`src/design/spp_consts.vh`:
```
// Constants for the strobed parallel port: field positions, codes, reset values
`ifndef SPP_CONSTS_VH
`define SPP_CONSTS_VH
`define SPP_IN_FULL_BIT      0
`define SPP_OUT_FULL_BIT     1
`define SPP_IN_EDGE_SEL_BIT  2
`define SPP_CLR_EDGE_SEL_BIT 3
`define SPP_PIN_A_MODE_LO    4
`define SPP_PIN_A_MODE_HI    5
`define SPP_PIN_B_MODE_LO    6
`define SPP_PIN_B_MODE_HI    7
`define SPP_CTRL_RESET       6'h3f
`define SPP_CSR_RESET        8'hfc
`define SPP_PIN_DRIVE_LOW    2'h0
`define SPP_PIN_DRIVE_HIGH   2'h1
`define SPP_PIN_SHOW_FLAG    2'h2
`define SPP_PIN_INPUT        2'h3
`define SPP_DATA_WIDTH       8
`endif

```
`src/design/spp_buffer.v`:
```
// Two-entry valid/ready buffer between the input latch and the CPU
`timescale 1ns/1ns
`include "spp_consts.vh"
module spp_buffer
(
	input  wire                       clk,
	input  wire                       reset,
	input  wire                       in_valid,
	output wire                       in_ready,
	input  wire [`SPP_DATA_WIDTH-1:0] in_data,
	output wire                       out_valid,
	input  wire                       out_ready,
	output wire [`SPP_DATA_WIDTH-1:0] out_data
);
	reg [`SPP_DATA_WIDTH-1:0] mem [0:1];	// Two flop entries
	reg                       rd_ptr;		// Index of head entry
	reg                       wr_ptr;		// Index of next free entry
	reg [1:0]                 count;		// Words held, 0..2
	wire                      push;
	wire                      pop;

	assign in_ready  = (count != 2'h2);
	assign out_valid = (count != 2'h0);
	assign out_data  = mem[rd_ptr];
	assign push      = in_valid & in_ready;
	assign pop       = out_valid & out_ready;

	// Pointer and count update; push and pop may share a cycle
	always @(posedge clk)
	begin
		if (reset)
		begin
			rd_ptr <= 1'b0;
			wr_ptr <= 1'b0;
			count  <= 2'h0;
		end
		else
		begin
			if (push)
			begin
				mem[wr_ptr] <= in_data;
				wr_ptr      <= ~wr_ptr;
			end
			if (pop)
				rd_ptr <= ~rd_ptr;
			if (push & ~pop)
				count <= count + 2'h1;
			else if (pop & ~push)
				count <= count - 2'h1;
		end
	end
endmodule

```
`src/design/spp_port.v`:
```
// Strobed 8-bit parallel port with two strobes, two flag pins and a control/status register
`timescale 1ns/1ns
`include "spp_consts.vh"
module spp_port
(
	CLK,
	RESET,
	CPU_WR_DATA,
	CPU_WR_CSR,
	CPU_WDATA,
	CPU_RD_DATA,
	OUTPUT_ALWAYS,
	CSR_RDATA,
	IN_DATA,
	IN_VALID,
	PORT_IN,
	PORT_OUT,
	PORT_OE,
	OUTPUT_STROBE_N,
	INPUT_STROBE_N,
	STATUS_PIN_A_IN,
	STATUS_PIN_A_OUT,
	STATUS_PIN_A_OE,
	STATUS_PIN_B_IN,
	STATUS_PIN_B_OUT,
	STATUS_PIN_B_OE
);
	input  wire       CLK;
	input  wire       RESET;
	input  wire       CPU_WR_DATA;
	input  wire       CPU_WR_CSR;
	input  wire [7:0] CPU_WDATA;
	input  wire       CPU_RD_DATA;
	input  wire       OUTPUT_ALWAYS;
	output reg  [7:0] CSR_RDATA;
	output reg  [7:0] IN_DATA;
	output reg        IN_VALID;
	input  wire [7:0] PORT_IN;
	output reg  [7:0] PORT_OUT;
	output reg        PORT_OE;
	input  wire       OUTPUT_STROBE_N;
	input  wire       INPUT_STROBE_N;
	input  wire       STATUS_PIN_A_IN;
	output reg        STATUS_PIN_A_OUT;
	output reg        STATUS_PIN_A_OE;
	input  wire       STATUS_PIN_B_IN;
	output reg        STATUS_PIN_B_OUT;
	output reg        STATUS_PIN_B_OE;

	// Writable configuration, bits 7..2 of the control/status register
	reg  [5:0] ctrl;
	// Status flags, bits 1..0
	reg        out_buffer_full;
	reg        in_buffer_full;
	// Output data buffer written by the CPU
	reg  [7:0] out_data;
	// Input latch between pins and the two-entry buffer
	reg  [7:0] in_latch;

	// First synchroniser stage; read only by the second stage
	reg  [7:0] port_meta;
	reg        ods_meta;
	reg        ids_meta;
	reg        pin_a_meta;
	reg        pin_b_meta;
	// Second synchroniser stage; safe for logic
	reg  [7:0] port_sync;
	reg        ods_sync;
	reg        ids_sync;
	reg        pin_a_sync;
	reg        pin_b_sync;
	// Previous strobe levels for edge detection
	reg        ods_prev;
	reg        ids_prev;

	// Decoded configuration fields
	wire       input_strobe_edge_sel;
	wire       out_full_clear_edge_sel;
	wire [1:0] pin_a_mode;
	wire [1:0] pin_b_mode;
	wire [7:0] port_control_status;

	// Strobe edges and gating
	wire       ods_rise;
	wire       ods_fall;
	wire       ids_rise;
	wire       ids_fall;
	wire       port_enable_input;
	wire       port_disabled;
	wire       clear_edge;
	wire       set_edge;
	wire       load_edge;

	// Buffer signals
	wire       buf_in_ready;
	wire       buf_out_valid;
	wire [7:0] buf_out_data;
	wire       buf_pop;
	reg        push_pending;
	reg        buf_single;         // Exactly one word sits in the buffer
	reg  [1:0] buf_count;          // Mirror of the buffer occupancy
	reg  [1:0] next_buf_count;     // Occupancy after this cycle
	wire       buf_count_next_one; // Next occupancy is one word

	// Next values of the pin-facing outputs
	reg  [7:0] next_port_out;
	reg        next_port_oe;
	reg        next_pin_a_out;
	reg        next_pin_a_oe;
	reg        next_pin_b_out;
	reg        next_pin_b_oe;

	// Drive level for a flag pin from its two mode bits
	function pin_level;
		input [1:0] mode;
		input       flag;
		begin
			case (mode)
				`SPP_PIN_DRIVE_LOW:  pin_level = 1'b0;
				`SPP_PIN_DRIVE_HIGH: pin_level = 1'b1;
				`SPP_PIN_SHOW_FLAG:  pin_level = flag;
				default:             pin_level = 1'b0;
			endcase
		end
	endfunction

	assign input_strobe_edge_sel   = ctrl[`SPP_IN_EDGE_SEL_BIT-2];
	assign out_full_clear_edge_sel = ctrl[`SPP_CLR_EDGE_SEL_BIT-2];
	// Pin A mode in bits 5:4
	assign pin_a_mode = ctrl[`SPP_PIN_A_MODE_HI-2:`SPP_PIN_A_MODE_LO-2];
	// Pin B mode in bits 7:6
	assign pin_b_mode = ctrl[`SPP_PIN_B_MODE_HI-2:`SPP_PIN_B_MODE_LO-2];
	// Status flags occupy the low two bits
	assign port_control_status = {ctrl, out_buffer_full, in_buffer_full};

	// Edge detectors look only at the second stage
	assign ods_rise = ods_sync & ~ods_prev;
	assign ods_fall = ~ods_sync & ods_prev;
	assign ids_rise = ids_sync & ~ids_prev;
	assign ids_fall = ~ids_sync & ids_prev;

	// Pin B as active-low enable; high shuts the strobes out
	assign port_enable_input = (pin_b_mode == `SPP_PIN_INPUT);
	assign port_disabled     = port_enable_input & pin_b_sync;

	// Clearing edge of the output strobe, chosen by bit 3
	assign clear_edge = ~port_disabled &
		(out_full_clear_edge_sel ? ods_rise : ods_fall);

	// In-full set edge: falling in transparent mode, rising otherwise
	assign set_edge = ~port_disabled &
		(input_strobe_edge_sel ? ids_fall : ids_rise);

	// The latch always closes on the rising edge, so the word is pushed the cycle after it
	assign load_edge = ~port_disabled & ids_rise;

	// CPU read consumes the head word of the buffer
	assign buf_pop = CPU_RD_DATA & buf_out_valid;

	// Two-flop synchronisers on every pin input
	always @(posedge CLK)
	begin
		if (RESET)
		begin
			port_meta  <= 8'h00;
			port_sync  <= 8'h00;
			ods_meta   <= 1'b1;
			ods_sync   <= 1'b1;
			ods_prev   <= 1'b1;
			ids_meta   <= 1'b1;
			ids_sync   <= 1'b1;
			ids_prev   <= 1'b1;
			pin_a_meta <= 1'b0;
			pin_a_sync <= 1'b0;
			pin_b_meta <= 1'b0;
			pin_b_sync <= 1'b0;
		end
		else
		begin
			port_meta  <= PORT_IN;
			port_sync  <= port_meta;
			ods_meta   <= OUTPUT_STROBE_N;
			ods_sync   <= ods_meta;
			ods_prev   <= ods_sync;
			ids_meta   <= INPUT_STROBE_N;
			ids_sync   <= ids_meta;
			ids_prev   <= ids_sync;
			pin_a_meta <= STATUS_PIN_A_IN;
			pin_a_sync <= pin_a_meta;
			pin_b_meta <= STATUS_PIN_B_IN;
			pin_b_sync <= pin_b_meta;
		end
	end

	// Configuration bits; CPU writes never reach the two flag bits
	always @(posedge CLK)
	begin
		if (RESET)
			ctrl <= `SPP_CTRL_RESET;
		else if (CPU_WR_CSR)
			ctrl <= CPU_WDATA[7:2];
	end

	// Output buffer and its full flag
	always @(posedge CLK)
	begin
		if (RESET)
		begin
			out_data        <= 8'h00;
			out_buffer_full <= 1'b0;
		end
		else
		begin
			if (CPU_WR_DATA)
				out_data <= CPU_WDATA;
			// A write in the clearing cycle wins, so no byte goes unflagged
			if (CPU_WR_DATA)
				out_buffer_full <= 1'b1;
			else if (clear_edge)
				out_buffer_full <= 1'b0;
		end
	end

	// Input latch: transparent while the strobe is low in mode 1,
	// sampled on the rising edge in mode 0
	always @(posedge CLK)
	begin
		if (RESET)
			in_latch <= 8'h00;
		else if (~port_disabled & buf_in_ready)
		begin
			if (input_strobe_edge_sel & ~ids_sync)
				in_latch <= port_sync;
			else if (~input_strobe_edge_sel & ids_rise)
				in_latch <= port_sync;
		end
	end

	// The transparent latch already holds the word at the rising edge;
	// in edge mode it lands one cycle later, so the push is delayed a cycle
	always @(posedge CLK)
	begin
		if (RESET)
			push_pending <= 1'b0;
		else
			push_pending <= load_edge & buf_in_ready;
	end

	// In-full flag: set by the chosen strobe edge, cleared by a read
	// unless another word still waits; a set in the read cycle wins
	always @(posedge CLK)
	begin
		if (RESET)
			in_buffer_full <= 1'b0;
		else if (set_edge & buf_in_ready)
			in_buffer_full <= 1'b1;
		else if (CPU_RD_DATA)
			in_buffer_full <= push_pending | (buf_out_valid & buf_pop &
				~buf_single);
	end

	// True when exactly one word sits in the buffer
	always @(posedge CLK)
	begin
		if (RESET)
			buf_single <= 1'b0;
		else
			buf_single <= buf_count_next_one;
	end

	// Tracks occupancy so the flag knows whether a read empties it
	assign buf_count_next_one = (next_buf_count == 2'h1);
	always @*
	begin
		next_buf_count = buf_count;
		if (push_pending & ~buf_pop)
			next_buf_count = buf_count + 2'h1;
		else if (buf_pop & ~push_pending)
			next_buf_count = buf_count - 2'h1;
	end
	always @(posedge CLK)
	begin
		if (RESET)
			buf_count <= 2'h0;
		else
			buf_count <= next_buf_count;
	end

	// Two-entry buffer so a late CPU read loses no byte; when full the
	// input latch stops following the strobe instead of overwriting
	spp_buffer u_buffer
	(
		.clk       (CLK),
		.reset     (RESET),
		.in_valid  (push_pending),
		.in_ready  (buf_in_ready),
		.in_data   (in_latch),
		.out_valid (buf_out_valid),
		.out_ready (CPU_RD_DATA),
		.out_data  (buf_out_data)
	);

	// Data pins: drivers and source selection
	always @*
	begin
		next_port_out = out_data;
		next_port_oe  = 1'b0;
		// Select input on pin A: high shows the status register
		if (pin_a_mode == `SPP_PIN_INPUT && pin_a_sync)
			next_port_out = port_control_status;
		if (port_disabled)
			next_port_oe = 1'b0;
		else if (OUTPUT_ALWAYS)
			next_port_oe = 1'b1;
		else
			next_port_oe = ~ods_sync;
	end

	// Flag pin A: static level, out-full, or input
	always @*
	begin
		next_pin_a_out = pin_level(pin_a_mode, out_buffer_full);
		next_pin_a_oe  = (pin_a_mode != `SPP_PIN_INPUT);
	end

	// Flag pin B: static level, in-full, or enable input
	always @*
	begin
		next_pin_b_out = pin_level(pin_b_mode, in_buffer_full);
		next_pin_b_oe  = (pin_b_mode != `SPP_PIN_INPUT);
	end

	// Registered outputs; reset leaves every pin released
	always @(posedge CLK)
	begin
		if (RESET)
		begin
			PORT_OUT         <= 8'h00;
			PORT_OE          <= 1'b0;
			STATUS_PIN_A_OUT <= 1'b0;
			STATUS_PIN_A_OE  <= 1'b0;
			STATUS_PIN_B_OUT <= 1'b0;
			STATUS_PIN_B_OE  <= 1'b0;
			CSR_RDATA        <= `SPP_CSR_RESET;
			IN_DATA          <= 8'h00;
			IN_VALID         <= 1'b0;
		end
		else
		begin
			PORT_OUT         <= next_port_out;
			PORT_OE          <= next_port_oe;
			STATUS_PIN_A_OUT <= next_pin_a_out;
			STATUS_PIN_A_OE  <= next_pin_a_oe;
			STATUS_PIN_B_OUT <= next_pin_b_out;
			STATUS_PIN_B_OE  <= next_pin_b_oe;
			CSR_RDATA        <= port_control_status;
			IN_DATA          <= buf_out_data;
			IN_VALID         <= buf_out_valid & ~buf_pop;
		end
	end
endmodule

```
`config.mk`:
```
export PLATFORM = sky130hd
export DESIGN_NAME = spp_port
export DESIGN_NICKNAME = d
export VERILOG_FILES = /design/src/design/spp_buffer.v /design/src/design/spp_port.v
export VERILOG_INCLUDE_DIRS = /design/src /design/src/design
export SDC_FILE = /design/constraint.sdc
export NUM_CORES = 1
export LEC_CHECK = 0
export BUFFER_PORTS_ARGS = -buffer_cell sky130_fd_sc_hd__buf_4
export CAP_MARGIN = 10
export CELL_PAD_IN_SITES_DETAIL_PLACEMENT = 1
export CELL_PAD_IN_SITES_GLOBAL_PLACEMENT = 1
export CORE_MARGIN = 1.5
export CORE_UTILIZATION = 43
export DETAILED_ROUTE_END_ITERATION = 8
export PLACE_DENSITY_LB_ADDON = 0.3
export SLEW_MARGIN = 20
export SYNTH_ARGS = -nofsm -noshare
export SYNTH_HDL_FRONTEND = slang
export SYNTH_SLANG_ARGS = --single-unit
```
`constraint.sdc`:
```
create_clock -name CLK -period 1.9 [get_ports CLK]
set_input_delay 0.285 -clock CLK [delete_from_list [all_inputs] [get_ports CLK]]
set_output_delay 0.285 -clock CLK [all_outputs]
set_load 0.05 [all_outputs]
```
Yosys cells after proc, flatten, opt, wreduce, memory -nomap -nowiden
Memories as Yosys holds them, arrays and structs flattened. A register that Yosys moved wholly into a read port is not among the register bits.
Index checks and enable logic that the tools add are counted.
- output and inout bits: 30
- bits in registers: 80
- input port bits: 26
- memories: 1
- word-level logic and storage cells: 108
- memory bits (writable): 16
- memory list (name ; depth ; width ; rd ports ; clocked after memory_dff ; write ports ; line ; RTL):
    u_buffer.mem ; 2 ; 8 ; 1 ; 1 ; 1 ; spp_buffer.v:15 ; reg [`SPP_DATA_WIDTH-1:0] mem [0:1];
- equal/unequal tests: 10
- reductions and logical operators: 8
- $add $sub $neg: 4
- bitwise logic cells: 35
- muxes and demuxes: 19
- operators with widths (cell ; number):
    $mux 8 ; 3
    $and 1x1->1 ; 22
    $not 1->1 ; 12
    $mux 1 ; 10
    $reduce_bool 2->1 ; 5
    $eq 2x2->1 const B ; 4
    $mux 2 ; 4
    $eq 2x1->1 const B ; 3
    $ne 2x2->1 const B ; 3
    $add 2x1->2 const B ; 2
    $pmux 1 s2 ; 2
    $sub 2x1->2 const B ; 2
    $reduce_and 2->1 ; 1
    $reduce_or 2->1 ; 1
    $logic_and 1x1->1 ; 1
    $or 1x1->1 ; 1

Longest topological paths before layout
- depth in word-level cells: 7
- depth in mapped cells: 8
- depth with buffers taken out: 7

By module
Synthesis repeated with hierarchy kept, for this count alone.
- cells, all modules: 317
- area, all modules: 3559.7 µm²
- by module, submodules not included (module ; area each (µm²) ; seq. area each (µm²) ; times used ; cells each):
    spp_port ; 2756.4 ; 1681.6 ; 1 ; 265
    spp_buffer ; 803.3 ; 580.6 ; 1 ; 52

Least setup slack after synthesis
OpenSTA, ideal clock, no wires.
- path kind: in2reg
- start: input port RESET
- end: memory u_buffer.mem[1][0] in the netlist's numbering (enable)
- library setup time: 0.385 ns
- stages on the path: 3
- arrival time: 1.333 ns
- data required time: 1.515 ns
- slack: 0.182 ns
- buffers on the path: 2
- cells stage by stage: buf_2 clkbuf_1 nor3b_1
- word-level cells in the longest chain between the ends: 2
- ends and longest elaborated chain (item ; line ; RTL):
    start: declaration ; spp_port.v:29 ; input wire RESET;
    $mux 1 ; spp_buffer.v:31 ; if (reset)
    $mux 1 (implied by the code) ; spp_buffer.v:41 ; mem[wr_ptr] <= in_data;
    end: declaration ; spp_buffer.v:15 ;
No other way between the ends.

Worst setup path after layout
- start: register u_buffer.count[0]
- end: register u_buffer.count[1]
- word-level cells in the longest chain between the ends: 5
- elaborated cells on any way between the ends: 13
- those cells by class: add/sub: 2; eq/ne: 1; mux: 2; bitwise: 6; reduce/logical: 2
- ends and longest elaborated chain (item ; line ; RTL):
    start: declaration ; spp_buffer.v:18 ; reg [1:0] count;
    start signal: assignment ; spp_buffer.v:47 ; count <= count + 2'h1;
    start signal: assignment ; spp_buffer.v:49 ; count <= count - 2'h1;
    $ne 2x2->1 or $reduce_bool 2->1 (tied branches) ; spp_buffer.v:22, spp_buffer.v:23 ;
    $and 1x1->1 (on tied branches) ; spp_buffer.v:25, spp_buffer.v:26 ;
    $not 1->1 (on tied branches) ; spp_buffer.v:48, spp_buffer.v:46 ;
    $and 1x1->1 (on tied branches) ; spp_buffer.v:48, spp_buffer.v:46 ;
    $reduce_bool 2->1 (no source line) or $mux 2 (tied branches) ; - ;
Parallel ways exist; a longest one is shown, timed or not. The select of a mux whose other input is x is not followed.
A chain may end at the register's enable or synchronous reset.

==> results.cfg <==
[clocking]
post_cts_buffers = 0
cts.sinks = 104
numCtsBuffers = 9
cts_hold_buf = 0
cts-root-buf = clkbuf_8
path_clk_slew_ns = 0.10
h-tree-depth = 3
cts.path.max_buffers = 2
clk_latency_ns = 0.36
post_cts_resize_count = 0
cts_tree = done

[place]
io_buffers = 55
gp_congestion = 0.741
placed_cell_area_sq_um = 4060
dpl.hpwl_mm = 4.71
dp_slack_ns = 0.149

[critical_path]
required_ns = 2.18
cp.buffers_inverters = 1
endpoint = u_buffer.count[1]
max_stage_delay_ns = 0.50
crit_chain = nand2b_2 > nand2_1 > inv_1 > ha_1 > or3_1 > a21oi_1
rrSetupSlack_ns = 0.15
r2r-end = u_buffer.count[1]
critPathLaunchType = register
cp_top_family = simple AND/OR/NAND/NOR gates
critPathLaunch = u_buffer.count[0]
worstSetupPathType = reg2reg
worstPathArrival_ns = 2.03
cp_num_cells = 6
crit_fanout = 6
worstSetupEndpointType = register
rr_startpoint = u_buffer.count[0]
r2r_cells = 6
slowest_stage = dfxtp_1

[route]
ant_nets = 0
wl_per_cell_microns = 14.0
drt_iter0_drc = 39
dr.pass1.iters = 4
vias_per_cell = 4.75
vias = 2298
route.detailed.drc = 0
wirelength_mm = 6.78

[layout]
syn2layout_area_growth_pct = 19.6
fin_area_sq_um = 4260
antenna_cells = 0
fin_nets = 407
drive_gt1_share_pct = 21.1

[logic_synthesis]
synth-edff-count = 16
synthCells = 322
yosysMostFrequentCell = dfxtp_1
synth_cell_types = 38
syn_avg_cell_area_sq_um = 11.1
yosysTopAreaCellShare_pct = 49.4
ys_seq_area_share_pct = 62.9
ys_seq_elements = 104
yosys.area.top_type = dfxtp_1
netlist_area_sq_um = 3570
synth_flop_cell = dfxtp_1
synth_area_leaders = dfxtp_1 (49%), edfxtp_1 (13%), mux2i_1 (7.6%)
ys.warnings.count = 0
async_flop_share_pct = 0
synth.net_count = 355
synth_common_cells = dfxtp_1 (88), nand2_1 (39), mux2i_1 (27), nor2_1 (27), nor2b_1 (25)

[grt]
grt_pass1_vias = 2363
grt_pass1_wl_mm = 11.6
grt-ovfl-total = 0
track_usage_pct = 17.1
grt_max_degree = 37
antenna_found_initial = 0

[power_and_ir_drop]
p_comb_share_pct = 14.3
power_mw = 4.51
p_sw_share_pct = 27.9
ir_drop_uv = 395
seq_power_share_pct = 55.1
cell_internal_pwr_mw = 3.25
clock_power_share_pct = 30.7
p_sw_mw = 1.26
leakage_nw = 1.77
p_per_area_nw_per_um2 = 1060

[timing]
max_clock_freq_mhz = 572
slew_viol_final = 0
final-hold-violation-count = 0
skew_ns = 0.0133
tightest_slew_ns = 0.542
period_needed_ns = 1.75
max_slew_margin_pct = 63.8
rsz0062_at_grt = false
worst_slack_ns = 0.151
finalSetupViolCount = 0
fin_tns_setup_ns = 0
fin_crit_sh_pct = 92.1

[die]
dieArea_sq_um = 8850
die_h_microns = 94.1
rows = 33
core_area_sq_um = 8130
die_x_microns = 94.1
ios = 56
initial_core_util_pct = 43.8

[flow_run]
drv_cap = 0

[hold_path]
holdCritPathClass = in2reg

[status]
outcome = completed
## placed cells by master, fill, tap and decap left out, types with 5 or more instances in the layout
cell type / count
nor2b_1: 25
nand3_1: 9
nand2_1: 39
inv_1: 6
o211ai_1: 5
nor2_1: 27
mux2i_1: 27
or2_1: 7
clkbuf_8: 10
nor3_1: 5
dfxtp_1: 88
buf_4: 60
ha_1: 7
a21oi_1: 12
edfxtp_1: 16
## layout make-up
class | instances | area [sq um]
Fill cell | 875 | 3870
Sequential cell | 104 | 2240
Multi-Input combinational cell | 191 | 1200
Timing Repair Buffer | 60 | 450
Clock buffer | 11 | 163
Tap cell | 105 | 131
Clock inverter | 5 | 46.3
Inverter | 8 | 30.0
## registers in the layout, summed over array words and instances (netlist names), 6 cells and up
name / flops
CSR_RDATA: 8
IN_DATA: 8
PORT_OUT: 8
ctrl: 6
in_latch: 8
out_data: 8
port_meta: 8
port_sync: 8
u_buffer.mem: 16
## routing by layer
metal | vias to the layer above | wire length [microns] | track usage (%) | share of wire (%)
met5 | - | 0 | 0 | 0
met2 | 34 | 3230 | 27.7 | 48
met3 | 6 | 211 | 4.29 | 3.1
li1 | 1164 | - | - | -
met4 | 0 | 73 | 5.72 | 1.1
met1 | 1094 | 3270 | 22.2 | 48
## how the worst min path moves through the flow
stage	start	endpoint	slack, ns	cells after the start
final	OUTPUT_STROBE_N	ods_meta	0.10	2
after floorplan	CPU_RD_DATA	IN_VALID	0.36	1
after detailed placement	ods_meta	ods_sync	0.40	1
after global routing	OUTPUT_STROBE_N	ods_meta	0.08	2
after global placement	ods_meta	ods_sync	0.40	1
after CTS	OUTPUT_STROBE_N	ods_meta	0.08	2
## worst reg2reg max path: stages, from the launching register on
cell	delay [ns]
dfxtp_1	0.50
nand2b_2	0.21
nand2_1	0.09
inv_1	0.08
ha_1	0.25
or3_1	0.39
a21oi_1	0.16
## stage by stage
step                      hold slack, ns  cells  utilization (%)
after detailed placement           0.401    468             49.9
after CTS                         0.0831    484             52.4
after global placement             0.396    468             49.9
after global routing              0.0809    484             52.4
after floorplan                    0.364    322                -
final                              0.104    484             52.4
## power groups by stage
stage	sequential, mW	clock [mW]	combinational, mW
final	2.48	1.38	0.643
after global routing	2.50	1.54	0.708
after CTS	2.48	1.44	0.652
after detailed placement	2.53	0	0.649
after global placement	2.52	0	0.634
after floorplan	2.62	0	0.371
## cell families after synthesis
group	after synthesis	share of synthesized area [%]
simple gates	124	17.1
xor+xnor	6	1.47
buf+inv	27	3.44
fa+ha+maj	7	2.46
mux	28	7.89
compound gates	26	4.81
flops	104	62.9
Note: power is estimated with default switching activity, not from simulation.
